## src/include/vje_pkg.sv

```systemverilog
/*
 vje_pkg: constants for the vertical sync jitter elimination and field decision block.
 assumes a 10 MHz clock, classic wishbone with 32-bit data and byte addresses.
*/
// Operation
// - the falling edges of vertical and horizontal sync are compared, and a vertical edge within a quarter line of the horizontal edge is snapped to a stable position.
// - jitter elimination runs only while the enable bit at bit two of the jitter control register is one.
// - the automatic field decision bit turns automatic field decision on at one and off at zero.
// - the field status flag reads one in the field of the first dot row and zero in the field of the second.
// - a three-bit read-only phase flag gives the measured horizontal-to-vertical phase step zero to seven.
// - field line decision signals are derived from the corrected internal horizontal and vertical syncs; the field flag uses the raw vertical edge position.
// - with elimination, auto field and source select all one, both dot rows are displayed.
// - with elimination on and auto field and source select clear, only the second dot row field is displayed.
// - a polarity select bit chooses which horizontal input edge counts as active.
package vje_pkg;
	localparam logic [11:0] VJE_ADDR_CONTROL   = 12'h0fe4;
	localparam logic [11:0] VJE_ADDR_STATUS    = 12'h0fe8;
	localparam logic [11:0] VJE_ADDR_POLARITY  = 12'h0fec;
	localparam logic [7:0]  VJE_CONTROL_RESET  = 8'h00;
	localparam logic [7:0]  VJE_CONTROL_WMASK  = 8'h1c;
	localparam int          VJE_BIT_SRC_SEL    = 4;
	localparam int          VJE_BIT_AUTO_FIELD = 3;
	localparam int          VJE_BIT_ELIM_EN    = 2;
	localparam int          VJE_BIT_FIELD      = 3;
	localparam int          VJE_BIT_HPOL       = 6;
	localparam int          VJE_LINE_W         = 12;
	localparam int          VJE_PHASE_STEPS    = 8;
	localparam logic [VJE_LINE_W-1:0] VJE_LINE_DEFAULT = 12'h0280;
	localparam logic [VJE_LINE_W-1:0] VJE_LINE_MIN     = 12'h0010;
	typedef enum logic [1:0] {
		VJE_IDLE    = 2'b00,
		VJE_WAIT_H  = 2'b01,
		VJE_PENDING = 2'b10
	} vje_state_t;
endpackage : vje_pkg

```

## src/core/vje_edge_det.sv

```systemverilog
/*
 vje_edge_det: falling edge detector with optional inversion.
 assumes the input is already synchronous to clk_i.
*/
module vje_edge_det (
	// clock and reset
	input  wire logic clk_i,
	input  wire logic rst_i,
	// signal
	input  wire logic sig_i,
	input  wire logic invert_i,
	output logic      fall_o
);
	logic lvl;
	logic prev_reg;
	logic prev_next;

	always_comb begin
		lvl       = sig_i ^ invert_i;
		prev_next = lvl;
		fall_o    = prev_reg & ~lvl;
	end

	always_ff @(posedge clk_i) begin
		if (rst_i) begin
			prev_reg <= 1'b1;
		end else begin
			prev_reg <= prev_next;
		end
	end
endmodule : vje_edge_det

```

## src/core/vje_wb_regs.sv

```systemverilog
/*
 vje_wb_regs: wishbone classic slave holding the jitter control and polarity registers.
 assumes single-cycle classic transfers; ack comes one cycle after the request.
*/
module vje_wb_regs
	import vje_pkg::*;
(
	// clock and reset
	input  wire logic        clk_i,
	input  wire logic        rst_i,
	// wishbone
	input  wire logic        cyc_i,
	input  wire logic        stb_i,
	input  wire logic        we_i,
	input  wire logic [11:0] adr_i,
	input  wire logic [3:0]  sel_i,
	input  wire logic [31:0] dat_i,
	output logic [31:0]      dat_o,
	output logic             ack_o,
	// register contents
	input  wire logic [7:0]  status_i,
	output logic [7:0]       control_o,
	output logic             hpol_o
);
	logic [7:0]  control_reg, control_next;
	logic        hpol_reg, hpol_next;
	logic        ack_reg, ack_next;
	logic [31:0] dat_reg, dat_next;
	logic        wr;

	always_comb begin
		ack_next     = cyc_i & stb_i & ~ack_reg;
		wr           = ack_next & we_i & sel_i[0];
		control_next = control_reg;
		hpol_next    = hpol_reg;
		dat_next     = dat_reg;
		if (wr && adr_i == VJE_ADDR_CONTROL) begin
			// low bits kept zero whatever is written
			control_next = dat_i[7:0] & VJE_CONTROL_WMASK;
		end
		if (wr && adr_i == VJE_ADDR_POLARITY) begin
			hpol_next = dat_i[VJE_BIT_HPOL];
		end
		if (ack_next && !we_i) begin
			case (adr_i)
				VJE_ADDR_CONTROL:  dat_next = {24'h00_0000, control_reg};
				VJE_ADDR_STATUS:   dat_next = {24'h00_0000, status_i};
				VJE_ADDR_POLARITY: dat_next = {24'h00_0000, 1'b0, hpol_reg, 6'h00};
				default:           dat_next = 32'h0000_0000;
			endcase
		end
	end

	always_ff @(posedge clk_i) begin
		if (rst_i) begin
			control_reg <= VJE_CONTROL_RESET;
			hpol_reg    <= 1'b0;
			ack_reg     <= 1'b0;
			dat_reg     <= 32'h0000_0000;
		end else begin
			control_reg <= control_next;
			hpol_reg    <= hpol_next;
			ack_reg     <= ack_next;
			dat_reg     <= dat_next;
		end
	end

	assign ack_o     = ack_reg;
	assign dat_o     = dat_reg;
	assign control_o = control_reg;
	assign hpol_o    = hpol_reg;
endmodule : vje_wb_regs

```

## src/core/vje_top.sv

```systemverilog
/*
 vje_top: vertical sync jitter elimination and field decision for the display generator.
 assumes hsync/vsync inputs synchronous to clk_i and active-low pulses.
*/
module vje_top
	import vje_pkg::*;
(
	// clock and reset
	input  wire logic        clk_i,
	input  wire logic        rst_i,
	// wishbone slave
	input  wire logic        cyc_i,
	input  wire logic        stb_i,
	input  wire logic        we_i,
	input  wire logic [11:0] adr_i,
	input  wire logic [3:0]  sel_i,
	input  wire logic [31:0] dat_i,
	output logic [31:0]      dat_o,
	output logic             ack_o,
	// sync inputs
	input  wire logic        hsync_pulse_i,
	input  wire logic        external_vsync_pin_i,
	input  wire logic        alt_vsync_pulse_i,
	// display generator
	output logic             vsync_int_o,
	output logic             field_first_o,
	output logic             show_first_row_o,
	output logic             show_second_row_o
);
	logic [7:0]            control;
	logic                  hpol;
	logic [7:0]            status;
	logic                  elim_en, auto_field, src_sel;
	logic                  vsel, h_fall, v_fall;
	vje_state_t            state_reg, state_next;
	logic [VJE_LINE_W-1:0] hcnt_reg, hcnt_next;
	logic [VJE_LINE_W-1:0] hper_reg, hper_next;
	logic [VJE_LINE_W-1:0] vpos_reg, vpos_next;
	logic [2:0]            phase_reg, phase_next;
	logic                  field_reg, field_next;
	logic                  vout_reg, vout_next;
	logic [2:0]            vstretch_reg, vstretch_next;
	logic                  fire;
	logic [VJE_LINE_W-1:0] quarter;

	function automatic logic [2:0] phase_of(input logic [VJE_LINE_W-1:0] pos,
	                                        input logic [VJE_LINE_W-1:0] per);
		logic [VJE_LINE_W+2:0] scaled;
		scaled = {pos, 3'b000};
		if (per == '0) begin
			phase_of = 3'd0;
		end else begin
			phase_of = 3'(scaled / {3'b000, per});
		end
	endfunction : phase_of

	vje_wb_regs u_regs (
		.clk_i     (clk_i),
		.rst_i     (rst_i),
		.cyc_i     (cyc_i),
		.stb_i     (stb_i),
		.we_i      (we_i),
		.adr_i     (adr_i),
		.sel_i     (sel_i),
		.dat_i     (dat_i),
		.dat_o     (dat_o),
		.ack_o     (ack_o),
		.status_i  (status),
		.control_o (control),
		.hpol_o    (hpol)
	);

	vje_edge_det u_hedge (
		.clk_i    (clk_i),
		.rst_i    (rst_i),
		.sig_i    (hsync_pulse_i),
		.invert_i (hpol),
		.fall_o   (h_fall)
	);

	vje_edge_det u_vedge (
		.clk_i    (clk_i),
		.rst_i    (rst_i),
		.sig_i    (vsel),
		.invert_i (1'b0),
		.fall_o   (v_fall)
	);

	always_comb begin
		elim_en    = control[VJE_BIT_ELIM_EN];
		auto_field = control[VJE_BIT_AUTO_FIELD];
		src_sel    = control[VJE_BIT_SRC_SEL];
		vsel       = src_sel ? alt_vsync_pulse_i : external_vsync_pin_i;
		quarter    = hper_reg >> 2;
		status     = {4'h0, field_reg, phase_reg};
	end

	// line length measurement and phase of each vertical edge
	always_comb begin
		hcnt_next  = (hcnt_reg == '1) ? hcnt_reg : hcnt_reg + 1'b1;
		hper_next  = hper_reg;
		vpos_next  = vpos_reg;
		phase_next = phase_reg;
		state_next = state_reg;
		fire       = 1'b0;
		if (h_fall) begin
			hcnt_next = '0;
			if (hcnt_reg >= VJE_LINE_MIN) begin
				hper_next = hcnt_reg + 1'b1;
			end
		end
		if (v_fall) begin
			vpos_next  = hcnt_reg;
			phase_next = phase_of(hcnt_reg, hper_reg);
		end
		case (state_reg)
			VJE_IDLE: begin
				if (v_fall) begin
					if (!elim_en) begin
						fire = 1'b1;
					end else if (hcnt_reg <= quarter) begin
						// just after h edge: snap to it
						fire = 1'b1;
					end else if (hcnt_reg + quarter >= hper_reg) begin
						// just before h edge: wait for it
						state_next = VJE_WAIT_H;
					end else begin
						fire = 1'b1;
					end
				end
			end
			VJE_WAIT_H: begin
				if (h_fall || hcnt_reg == '1) begin
					fire       = 1'b1;
					state_next = VJE_IDLE;
				end
			end
			default: state_next = VJE_IDLE;
		endcase
	end

	// internal vertical pulse from corrected syncs, field decision from the raw vertical edge position
	always_comb begin
		vstretch_next = vstretch_reg;
		vout_next     = vout_reg;
		field_next    = field_reg;
		if (fire) begin
			vstretch_next = 3'h7;
			vout_next     = 1'b0;
			// edge in first half of line marks the first dot row field
			// an immediate fire has not latched its own position yet
			if (auto_field) begin
				field_next = ((v_fall ? hcnt_reg : vpos_reg) < (hper_reg >> 1));
			end else begin
				field_next = 1'b0;
			end
		end else if (vstretch_reg != 3'h0) begin
			vstretch_next = vstretch_reg - 1'b1;
		end else begin
			vout_next = 1'b1;
		end
	end

	always_ff @(posedge clk_i) begin
		if (rst_i) begin
			state_reg    <= VJE_IDLE;
			hcnt_reg     <= '0;
			hper_reg     <= VJE_LINE_DEFAULT;
			vpos_reg     <= '0;
			phase_reg    <= 3'h0;
			field_reg    <= 1'b0;
			vout_reg     <= 1'b1;
			vstretch_reg <= 3'h0;
		end else begin
			state_reg    <= state_next;
			hcnt_reg     <= hcnt_next;
			hper_reg     <= hper_next;
			vpos_reg     <= vpos_next;
			phase_reg    <= phase_next;
			field_reg    <= field_next;
			vout_reg     <= vout_next;
			vstretch_reg <= vstretch_next;
		end
	end

	always_comb begin
		vsync_int_o      = vout_reg;
		field_first_o    = field_reg;
		// second row always shown when enabled; first only in interlaced mode
		show_second_row_o = elim_en;
		show_first_row_o  = elim_en & auto_field & src_sel;
	end
endmodule : vje_top

```

## config.mk

```make
export PLATFORM = sky130hd
export DESIGN_NAME = vje_top
export DESIGN_NICKNAME = d
export VERILOG_FILES = /design/src/include/vje_pkg.sv /design/src/core/vje_edge_det.sv /design/src/core/vje_wb_regs.sv /design/src/core/vje_top.sv
export SDC_FILE = /design/constraint.sdc
export NUM_CORES = 1
export LEC_CHECK = 0
export BUFFER_PORTS_ARGS = -buffer_cell sky130_fd_sc_hd__buf_4
export CAP_MARGIN = 40
export CORE_ASPECT_RATIO = 1.5
export CORE_MARGIN = 4
export CORE_UTILIZATION = 51
export CTS_BUF_LIST = sky130_fd_sc_hd__clkbuf_16
export DETAILED_ROUTE_END_ITERATION = 7
export GPL_TIMING_DRIVEN = 0
export HOLD_SLACK_MARGIN = 0.02
export PLACE_DENSITY = 0.7
export SLEW_MARGIN = 20
export SYNTH_ARGS = -nofsm -noshare
export SYNTH_HDL_FRONTEND = slang
export SYNTH_HIERARCHICAL = 1
export SYNTH_SLANG_ARGS = --single-unit
```

## constraint.sdc

```tcl
create_clock -name clk_i -period 34.5 [get_ports clk_i]
set_clock_uncertainty 0.15 [all_clocks]
set_input_delay 1.725 -clock clk_i [delete_from_list [all_inputs] [get_ports clk_i]]
set_output_delay 1.725 -clock clk_i [all_outputs]
set_load 0.02 [all_outputs]
```

==> key figures, run 1 <==
Timing
  • Final Max Tran Viols: 0
  • Upper clock frequency limit: 33.3 MHz
  • Ratio of final minimum period to clock period: 86.9%
  • Post-Route Hold Slack: 327 ps
  • Transition time of the tightest slew-check pin: around 840 ps
  • # setup viols final: 0
  • Worst slew margin relative to its limit: 43.8%
  • Crit path setup slack, layout: roughly 4500 ps
  • Hold violation total from the final report: 0
  • Unrepaired setup endpoints after global routing: no
  • Total Negative Setup Slacks: 0 ps
  • Period minus WS final: 29990 ps

Floorplan
  • Top-Level Pins: 93
  • DIE HEIGHT: 178 microns
  • Core box area: 18700 sq um
  • Effective utilization at floorplan: 52.3%
  • Die area: 21500 sq um
  • Width of the die: 121 microns
  • Number of cell rows: 61

Cells and area
  • Post-layout instance area: 10800 sq um
  • Non-filler cells, final: between 1500 and 2000
  • Final-layout fill cell count: 1802
  • Share of post-route cells with drive strength above 1: 12.9%
  • Layout-stage area growth over the synthesis result: 10.4%
  • Number of nets in the layout: 1539
  • Antenna diodes: 0

CTS
  • Clock slew at the register clock pins of the worst setup and hold paths: 50 ps
  • Number of buffers added to fix hold violations after cts: 0
  • Number of resized instances in the post-cts repair step: 0
  • Latest clock arrival within the worst-skew pair: 330 ps
  • Buffers from clock root to sink, at most: 2
  • Clock tree from TritonCTS: built
  • Clock sink count: 60
  • Root Buffer: sky130_fd_sc_hd__clkbuf_16
  • Clock buffers created by TritonCTS: 9
  • # Post-CTS Setup Buffers: 0
  • Maximum level of the CTS H-tree: 3

Worst hold path
  • Hold_sp: phase_reg[1]
  • Kind of path behind the tightest hold check: reg -> reg

Global routing
  • Global-route usage over all layers: 25.9%
  • Via count of the first global-routing pass: roughly 9400
  • Antenna violations before repair: 0
  • Largest net degree at the start of global routing: 16
  • Wire length of the first global-routing pass: 45.6 mm
  • Aggregate global routing overflow: 0

Placed design
  • GP Congestion: ~0.9
  • Setup slack at placement: 5110 ps
  • Placed wire-length estimate: 22.2 mm
  • Number of input and output port buffers inserted: 37
  • Cell area after placement: ~11000 sq um
  • Count of placed standard cells including taps: 1562

Setup path
  • Crit Reg-Reg Startpoint: hper_reg[0]
  • Worst Setup End Kind: flop
  • Kind of critical path: reg -> reg
  • Slowest stage cell, crit path: sky130_fd_sc_hd__o31ai_2
  • Worst path buffer plus inverter count: 10
  • Delay-heaviest family, CP: compound AO/OA/AOI/OAI gates
  • Arrival time at the worst endpoint: 30010 ps
  • Most used cell, CP: sky130_fd_sc_hd__ha_1
  • Critical Path Max Stage Delay: roughly 700 ps
  • Worst setup path startpoint: hper_reg[0]
  • CP Max Fanout: 15
  • CP Launch Type: flop
  • Endpoint required time on the critical path: 34530 ps

Power
  • Total leakage power: 4.83 nW
  • Maximum vdd drop: ~0.000031 V
  • Power density relative to cell area: 17.6 nW/um^2

Flow run
  • Max Cap Viol: 0

Drt
  • Via count of the routed design: 9565
  • Post-DR wirelength/cell: 17.7 microns
  • DRC violation count after routing: 0
  • Drt first-iter violations: 510
  • Vias/cell: 6.06
  • First-pass DRT Iterations: 5
  • Number of antenna-violating nets in the routed design: 0
  • Final wirelength: 28.0 mm

Logic synthesis
  • Total of warnings raised by yosys: 6
  • Total standard cell area after synthesis: 9790 sq um
  • Mapped Cells: 1245
  • Mean post-synth cell area: 7.86 sq um

Run status
  • Outcome: finished, final reports clean
## worst paths after layout
check | endpoint | slack (ps) | cells after the start
setup / recovery | phase_reg[0] | 4510 | 114
hold / removal | phase_reg[1] | 330 | 2
setup reg to reg | phase_reg[0] | 4510 | 114
hold reg to reg | phase_reg[1] | 330 | 2
## final cells by class
type	count	area [sq um]	area share [%]
clock buffers	9	225	2.08
multi-input cells	1096	8130	75.3
well taps	252	315	2.92
inverters	52	195	1.81
clock inverters	6	56.3	0.521
plain buffers	64	357	3.30
repair buffers	39	320	2.96
flip-flops and latches	60	1200	11.1
## where the power goes
| part | internal [mW] | switching, mW | leakage, nW |
|---|---|---|---|
| sequential | 0.0707 | 0.00122 | 0.486 |
| combinational | 0.0143 | 0.0178 | 4.20 |
| clock | 0.0548 | 0.0315 | 0.140 |
| total | 0.140 | 0.0505 | 4.83 |
## cell usage in the layout, fill, tap and decap left out, types with 11 or more instances in the layout
master and count:
sky130_fd_sc_hd__a211oi_1 19, sky130_fd_sc_hd__a21o_1 37, sky130_fd_sc_hd__a21oi_1 112, sky130_fd_sc_hd__a22o_1 12, sky130_fd_sc_hd__buf_4 61, sky130_fd_sc_hd__clkbuf_1 29
sky130_fd_sc_hd__conb_1 29, sky130_fd_sc_hd__dfxtp_1 60, sky130_fd_sc_hd__ha_1 159, sky130_fd_sc_hd__inv_1 52, sky130_fd_sc_hd__mux2_2 38, sky130_fd_sc_hd__mux2i_1 13
sky130_fd_sc_hd__nand2_1 69, sky130_fd_sc_hd__nand2b_1 15, sky130_fd_sc_hd__nand3_1 28, sky130_fd_sc_hd__nand4_1 25, sky130_fd_sc_hd__nor2_1 104, sky130_fd_sc_hd__nor2b_1 24
sky130_fd_sc_hd__nor3_1 27, sky130_fd_sc_hd__o211ai_1 11, sky130_fd_sc_hd__o21a_1 35, sky130_fd_sc_hd__o21ai_0 52, sky130_fd_sc_hd__o21ai_1 11, sky130_fd_sc_hd__or2_2 12
sky130_fd_sc_hd__or3_1 14, sky130_fd_sc_hd__xnor2_1 47, sky130_fd_sc_hd__xor2_1 34
## layer usage
layer | vias up | GRT usage (%) | share of wire [%]
met5 | - | 0 | 0
met4 | 0 | 8.88 | 3.5
met3 | 70 | 3.09 | 4.4
met2 | 269 | 50.6 | 53
met1 | 4489 | 28.2 | 39
li1 | 4737 | - | -
## through the flow
step | power (mW) | utilization (%)
finish | 0.190 | 57.8
global route | 0.198 | 57.8
CTS | 0.191 | 57.7
detailed placement | 0.105 | 56.2
global placement | 0.104 | 56.0
floorplan | 0.0971 | -
## worst register-to-register path, delay by kind of cell, from the launching register on
family                   cells  cell delay [ps]
adder cells (fa/ha/maj)     15             4900
AO/OA/AOI/OAI               60            16000
flip-flops                   1              410
AND/OR/NAND/NOR             25             4200
multiplexers                 4             1350
buffers and inverters       10             2810
Note: power is estimated with default switching activity, not from simulation.
==> run 2: changes to the inputs <==
- CORE_MARGIN: 4 -> 1
- PLACE_DENSITY: 0.7 -> 0.73
- SYNTH_HIERARCHICAL: 1 -> not set
- clock period: 34.5 -> 25.7 ns (I/O delays scaled with it)
==> run 2 against run 1 <==
Power up 24%; area after synthesis down 2.6%; maximum frequency is 21% higher; worst setup slack got worse by 3700 ps.
==> key figures, run 2 <==
Cells and area
  • Area taken by flip-flops and latches: 1170 sq um (-2.6%)
  • Multi-input gate area: 8400 sq um (+3.3%)
  • Final-layout fill cell count: 1614 (-10%)
  • Commonest non-fill, non-tap cells in the layout: sky130_fd_sc_hd__ha_1 (149), sky130_fd_sc_hd__nor2_1 (116), sky130_fd_sc_hd__buf_4 (91)
  • Number of nets in the layout: 1539 (unchanged)
  • Antenna diodes: 0 (unchanged)
  • Non-filler cells, final: 1575 (-0.19%)
  • Most common library cell in the layout ignoring fill and taps: sky130_fd_sc_hd__ha_1
  • Share of post-route cells with drive strength above 1: 19.4% (+6.5 points)
  • Layout-stage area growth over the synthesis result: 17.7%

CTS
  • Clock tree from TritonCTS: built
  • Latest clock arrival within the worst-skew pair: 320 ps (about the same)
  • Root Buffer: sky130_fd_sc_hd__clkbuf_16
  • Clock sink count: 58 (-3.3%)
  • Maximum level of the CTS H-tree: 3 (unchanged)
  • Buffers from clock root to sink, at most: 2 (unchanged)
  • Clock buffers created by TritonCTS: 9 (unchanged)
  • Clock slew at the register clock pins of the worst setup and hold paths: 50 ps (about the same)

Timing
  • Hold violation total from the final report: 0 (unchanged)
  • Total Negative Setup Slacks: 0 ps (unchanged)
  • Ratio of final minimum period to clock period: 96.7% (+9.8 points)
  • Final Max Tran Viols: 0 (unchanged)
  • Period minus WS final: 24860 ps (-5130 ps)
  • Crit path setup slack, layout: 842 ps (-3670 ps)
  • # setup viols final: 0 (unchanged)
  • Transition time of the tightest slew-check pin: 882 ps (+43.5 ps)
  • Worst slew margin relative to its limit: 40.8% (-3.0 points)
  • Upper clock frequency limit: 40.2 MHz (+21%)

Logic synthesis
  • Number of distinct library cells after synthesis: 88
  • Total of warnings raised by yosys: 0 (-6)
  • Cell types with the highest counts after synthesis: sky130_fd_sc_hd__ha_1 (159), sky130_fd_sc_hd__nor2_1 (120), sky130_fd_sc_hd__a21oi_1 (102)
  • Flip-flop and latch count after synthesis: 58
  • Yosys top cell by area: sky130_fd_sc_hd__ha_1
  • Proportion of netlist area held by the largest area contributor: 20.9%
  • Mapped Cells: 1220 (-2.0%)
  • Predominant post-synthesis flop cell: sky130_fd_sc_hd__dfxtp_1
  • Proportion of synthesized chip area in sequential cells: about an eighth
  • Number of flops mapped to enable cells by yosys: 0
  • Leading cell types by total area after synthesis: sky130_fd_sc_hd__ha_1 (21%), sky130_fd_sc_hd__dfxtp_1 (12%), sky130_fd_sc_hd__a21oi_1 (5.4%)
  • Mean post-synth cell area: 7.81 sq um (-0.65%)
  • Total standard cell area after synthesis: 9530 sq um (-2.6%)
  • Async S/R FF share, synth: 0%
  • Most frequent cell after synthesis: sky130_fd_sc_hd__ha_1

Power
  • Total design power: 236 uW (+24%)
  • Power density relative to cell area: 21.1 nW/um^2 (+20%)
  • Total leakage power: 4.87 nW (+0.73%)
  • Maximum vdd drop: 0.0000521 V (+66%)

Floorplan
  • Core box area: 18100 sq um (-3.2%)
  • Top-Level Pins: 93 (unchanged)
  • DIE HEIGHT: 169 microns (-4.6%)
  • Die area: 19200 sq um (-11%)
  • Effective utilization at floorplan: 52.7% (+0.32 points)
  • Width of the die: 114 microns (-6.2%)
  • Number of cell rows: 60 (-1.6%)

Setup path
  • Capture point of the worst reg-to-reg path: phase_reg[0]
  • CP Max Fanout: 10 (-5)
  • Endpoint required time on the critical path: 25730 ps (-8800 ps)
  • Kind of critical path: reg -> reg
  • Slowest stage cell, crit path: sky130_fd_sc_hd__or4_4
  • Arrival time at the worst endpoint: 24890 ps (-5120 ps)
  • CP Launch Type: flop
  • Crit Reg-Reg Startpoint: hper_reg[4]
  • Critical Path Max Stage Delay: 590 ps (-110 ps)
  • Setup slack, reg-to-reg: 840 ps (-3670 ps)
  • Worst Setup End Kind: flop
  • Most used cell, CP: sky130_fd_sc_hd__ha_1
  • Logic depth of the worst register-to-register path: 109 (-4.4%)

Drt
  • Drt first-iter violations: 399 (-22%)
  • DRC violation count after routing: 0 (unchanged)
  • Via count of the routed design: 9588 (+0.24%)
  • Post-DR wirelength/cell: 17.5 microns (-1.5%)
  • Number of antenna-violating nets in the routed design: 0 (unchanged)
  • First-pass DRT Iterations: 5 (unchanged)
  • Vias/cell: 6.09 (+0.43%)
  • Final wirelength: 27.5 mm (-1.6%)

Worst hold path
  • Hold_sp: u_regs.dat_o[6]
  • Worst hold stages: 2 (unchanged)
  • Kind of path behind the tightest hold check: reg -> reg
  • Worst-case hold path end point: u_regs.dat_o[6]

Placed design
  • GP Congestion: 0.917 (+2.0%)
  • Count of placed standard cells including taps: 1529 (-2.1%)
  • Number of input and output port buffers inserted: 35 (-5.4%)
  • Placed wire-length estimate: 21.3 mm (-3.9%)
  • Setup slack at placement: -3970 ps (-9080 ps)

Global routing
  • Wire length of the first global-routing pass: 43.3 mm (-4.9%)
  • Largest net degree at the start of global routing: 16 (unchanged)
  • Global-route usage over all layers: 28.0% (+2.1 points)
  • Antenna violations before repair: 0 (unchanged)
  • Aggregate global routing overflow: 0 (unchanged)
  • Via count of the first global-routing pass: 9174 (-2.1%)

Flow run
  • Max Cap Viol: 0 (unchanged)

Run status
  • Outcome: finished, final reports clean
run 2: worst max-delay path by stage:
stage	to	slack (ps)	start
2_1_floorplan	phase_reg[0]	1140	hper_reg[0]
3_3_place_gp	phase_reg[0]	-3880	hper_reg[0]
3_5_place_dp	phase_reg[0]	-3970	hper_reg[0]
4_1_cts	phase_reg[0]	30	hper_reg[5]
5_1_grt	phase_reg[0]	-260	hper_reg[0]
6_report	phase_reg[0]	840	hper_reg[4]
run 2: stage by stage:
stage	area [sq um]	hold WS, ps	utilization [%]
4_1_cts	10700	308	59.1
6_report	11200	311	62.0
3_3_place_gp	10200	292	56.3
5_1_grt	11200	318	62.0
3_5_place_dp	10200	299	56.4
2_1_floorplan	9620	298	-
run 2: cells by family after synthesis:
group	after synthesis	synth area share (%)
simple gates	384	20.2
mux	60	6.95
compound gates	363	26.2
flops	58	12.2
other cells	1	0.0394
fa+ha+maj	161	21.3
buf+inv	112	5.73
xor+xnor	81	7.45
run 2: cell type report:
class                   count  share of cell area (%)
flip-flops and latches     58                    10.4
repair buffers             66                    4.52
clock inverters             7                   0.245
plain buffers              61                    3.35
inverters                  51                    1.74
clock buffers               9                    2.01
well taps                 248                    2.77
multi-input cells        1075                    74.9
run 2: where the power goes:
group          total, mW  leakage [nW]  switching (mW)  internal [mW]
combinational     0.0424          4.27          0.0232         0.0192
clock              0.101         0.128          0.0383         0.0627
sequential        0.0929         0.472         0.00125         0.0916
total              0.236          4.87          0.0628          0.173
run 2: what timing repair did:
item / 4_1_cts / 5_1_grt
pin swaps: 6 / 23
endpoints found under the setup margin: 2 / 2
hold buffers: 0 / 0
setup buffers: 8 / 21
gates resized for setup: 46 / 80
run 2: critical path, delay by kind of cell, from the launching register on:
family / cells / cell delay [ps]
buf+inv: 13 / 1950
flops: 1 / 370
fa+ha+maj: 14 / 4250
compound gates: 53 / 11370
simple gates: 25 / 5330
mux: 4 / 1230
run 2: routing by layer:
layer	part of all wire (%)	vias to the layer above	wire [microns]	GRT usage, %
met5	0	-	0	0
met4	5.9	0	1640	16.0
met3	3.3	96	912	2.57
met2	52	278	14300	53.3
met1	39	4501	10700	29.5
li1	-	4713	-	-
==> run 3: changes to the inputs <==
- PLACE_DENSITY: 0.73 -> 0.7
- clock period: 25.7 -> 31.3 ns (I/O delays scaled with it)
==> run 3 against run 2 <==
Die area unchanged; clock power up 9.9%; global-route usage up 0.60 points; critical path type unchanged; utilization down 3.4 points; hold slack worse by 1.3 ps; maximum frequency down 14%; critical path depth up 3; via count down 2.3%.
==> key figures, run 3 (synthesis results as in run 2) <==
Power
  • Total leakage power: 4.70 nW (-3.4%)
  • Maximum vdd drop: 0.0000417 V (-20%)
  • Power density relative to cell area: 20.9 nW/um^2 (-0.95%)

Setup path
  • Cell count along the critical path: 112 (+2.8%)
  • CP Launch Type: flop
  • Most used cell, CP: sky130_fd_sc_hd__ha_1
  • Logic depth of the worst register-to-register path: 112 (+2.8%)
  • Delay-heaviest family, CP: compound AO/OA/AOI/OAI gates
  • Arrival time at the worst endpoint: 29000 ps (+4110 ps)
  • Endpoint required time on the critical path: 31340 ps (+5610 ps)
  • Kind of critical path: reg -> reg
  • Worst path buffer plus inverter count: 11 (-2)
  • Slowest stage cell, crit path: sky130_fd_sc_hd__a21oi_1
  • CP Max Fanout: 10 (unchanged)
  • Worst Setup End Kind: flop
  • Critical Path Max Stage Delay: 690 ps (+100 ps)

Cells and area
  • Commonest non-fill, non-tap cells in the layout: sky130_fd_sc_hd__ha_1 (159), sky130_fd_sc_hd__nor2_1 (120), sky130_fd_sc_hd__a21oi_1 (101)
  • Most common library cell in the layout ignoring fill and taps: sky130_fd_sc_hd__ha_1
  • Area taken by flip-flops and latches: 1160 sq um (-0.75%)
  • Final-layout fill cell count: 1727 (+7.0%)
  • Share of post-route cells with drive strength above 1: 12.8% (-6.5 points)
  • Multi-input gate area: 7930 sq um (-5.6%)
  • Antenna diodes: 0 (unchanged)
  • Number of nets in the layout: 1514 (-1.6%)
  • Non-filler cells, final: 1550 (-1.6%)
  • Layout-stage area growth over the synthesis result: 11.2%

Timing
  • # setup viols final: 0 (unchanged)
  • Ratio of final minimum period to clock period: 92.5% (-4.2 points)
  • Unrepaired setup endpoints after global routing: no
  • Transition time of the tightest slew-check pin: 860 ps (-21.2 ps)
  • Total Negative Setup Slacks: 0 ps (unchanged)
  • Hold violation total from the final report: 0 (unchanged)
  • Worst slew margin relative to its limit: 42.6% (+1.9 points)
  • Upper clock frequency limit: 34.5 MHz (-14%)
  • Period minus WS final: 28960 ps (+4100 ps)
  • Final Max Tran Viols: 0 (unchanged)

Floorplan
  • Die area: 19200 sq um (unchanged)
  • Top-Level Pins: 93 (unchanged)
  • Core box area: 18100 sq um (unchanged)
  • Effective utilization at floorplan: 52.7% (unchanged)
  • DIE HEIGHT: 169 microns (unchanged)
  • Width of the die: 114 microns (unchanged)
  • Number of cell rows: 60 (unchanged)

Placed design
  • GP Congestion: 0.948 (+3.4%)
  • Count of placed standard cells including taps: 1529 (unchanged)
  • Placed wire-length estimate: 21.3 mm (+0.17%)
  • Number of input and output port buffers inserted: 35 (unchanged)

Global routing
  • Largest net degree at the start of global routing: 16 (unchanged)
  • Via count of the first global-routing pass: 9289 (+1.3%)
  • Wire length of the first global-routing pass: 43.8 mm (+1.2%)
  • Aggregate global routing overflow: 0 (unchanged)
  • Global-route usage over all layers: 28.6% (+0.60 points)
  • Antenna violations before repair: 0 (unchanged)

Drt
  • Vias/cell: 6.05 (-0.69%)
  • First-pass DRT Iterations: 5 (unchanged)
  • Post-DR wirelength/cell: 17.2 microns (-1.4%)
  • Final wirelength: 26.7 mm (-3.0%)
  • Number of antenna-violating nets in the routed design: 0 (unchanged)
  • Drt first-iter violations: 476 (+19%)
  • DRC violation count after routing: 0 (unchanged)
  • Via count of the routed design: 9371 (-2.3%)

CTS
  • Clock tree from TritonCTS: built
  • Root Buffer: sky130_fd_sc_hd__clkbuf_16
  • Clock sink count: 58 (unchanged)
  • Maximum level of the CTS H-tree: 3 (unchanged)
  • Buffers from clock root to sink, at most: 2 (unchanged)
  • Clock buffers created by TritonCTS: 9 (unchanged)
  • Clock slew at the register clock pins of the worst setup and hold paths: 50 ps (about the same)
  • Latest clock arrival within the worst-skew pair: 330 ps (about the same)
  • Number of buffers added to fix hold violations after cts: 0 (unchanged)

Flow run
  • Max Cap Viol: 0 (unchanged)

Run status
  • Outcome: finished, final reports clean

Worst hold path
  • Kind of path behind the tightest hold check: reg -> reg
  • Worst hold stages: 2 (unchanged)
## run 3: cell count changes in the layout (fill, tap and decap cells not counted), sizes merged
cell / change
clkinv: -3
bufinv: +3
clkbuf: +1
buf: -26
## run 3: final timing paths
path / startpoint / end / slack (ps)
worst min-delay path: u_regs.dat_o[1] / u_regs.dat_o[1] / 310
worst max register to register: hper_reg[0] / phase_reg[0] / 2340
worst min register to register: u_regs.dat_o[1] / u_regs.dat_o[1] / 310
worst max-delay path: hper_reg[0] / phase_reg[0] / 2340
## run 3: stage by stage
stage          setup WS (ps)  utilization [%]  hold WS, ps  power [mW]  area (sq um)
6_report                2340             58.6          309       0.221         10600
2_1_floorplan           6740                -          298       0.103          9620
3_3_place_gp            1660             56.3          297       0.111         10200
4_1_cts                 1500             58.2          309       0.222         10500
5_1_grt                 26.7             58.6          325       0.229         10600
3_5_place_dp            1630             56.4          299       0.111         10200
## run 3: layer usage
metal  GRT usage, %  up-vias  share of wire [%]
li1               -     4658                  -
met1           30.4     4346                 40
met4           16.1        0                5.2
met3           3.07       83                4.0
met2           54.0      284                 51
met5              0        -                  0
## run 3: repair_timing
item,CTS,global route
setup endpoints to repair,0,1
gates resized for setup,0,8
setup buffers,0,5
## run 3: cell type report
class | instances | area share (%)
buffer | 61 | 3.34
timing repair buffer | 41 | 2.90
tap | 248 | 2.93
multi-input combinational | 1075 | 74.9
sequential | 58 | 11.0
clock buffer | 9 | 2.13
clock inverter | 7 | 1.03
inverter | 51 | 1.84
## run 3: power breakdown
group | switching, mW | internal, mW
Combinational | 0.0185 | 0.0152
Sequential | 0.00104 | 0.0753
Clock | 0.0341 | 0.0769
Total | 0.0536 | 0.167
## run 3: worst register-to-register path, delay by kind of cell, from the launching register on
| kind | cells | cell delay [ps] |
|---|---|---|
| buffers and inverters | 11 | 2590 |
| DFF | 1 | 610 |
| AOI/OAI and AO/OA | 58 | 14950 |
| adders and majority gates | 15 | 5110 |
| muxes | 5 | 1750 |
| and+or+nand+nor | 23 | 3670 |
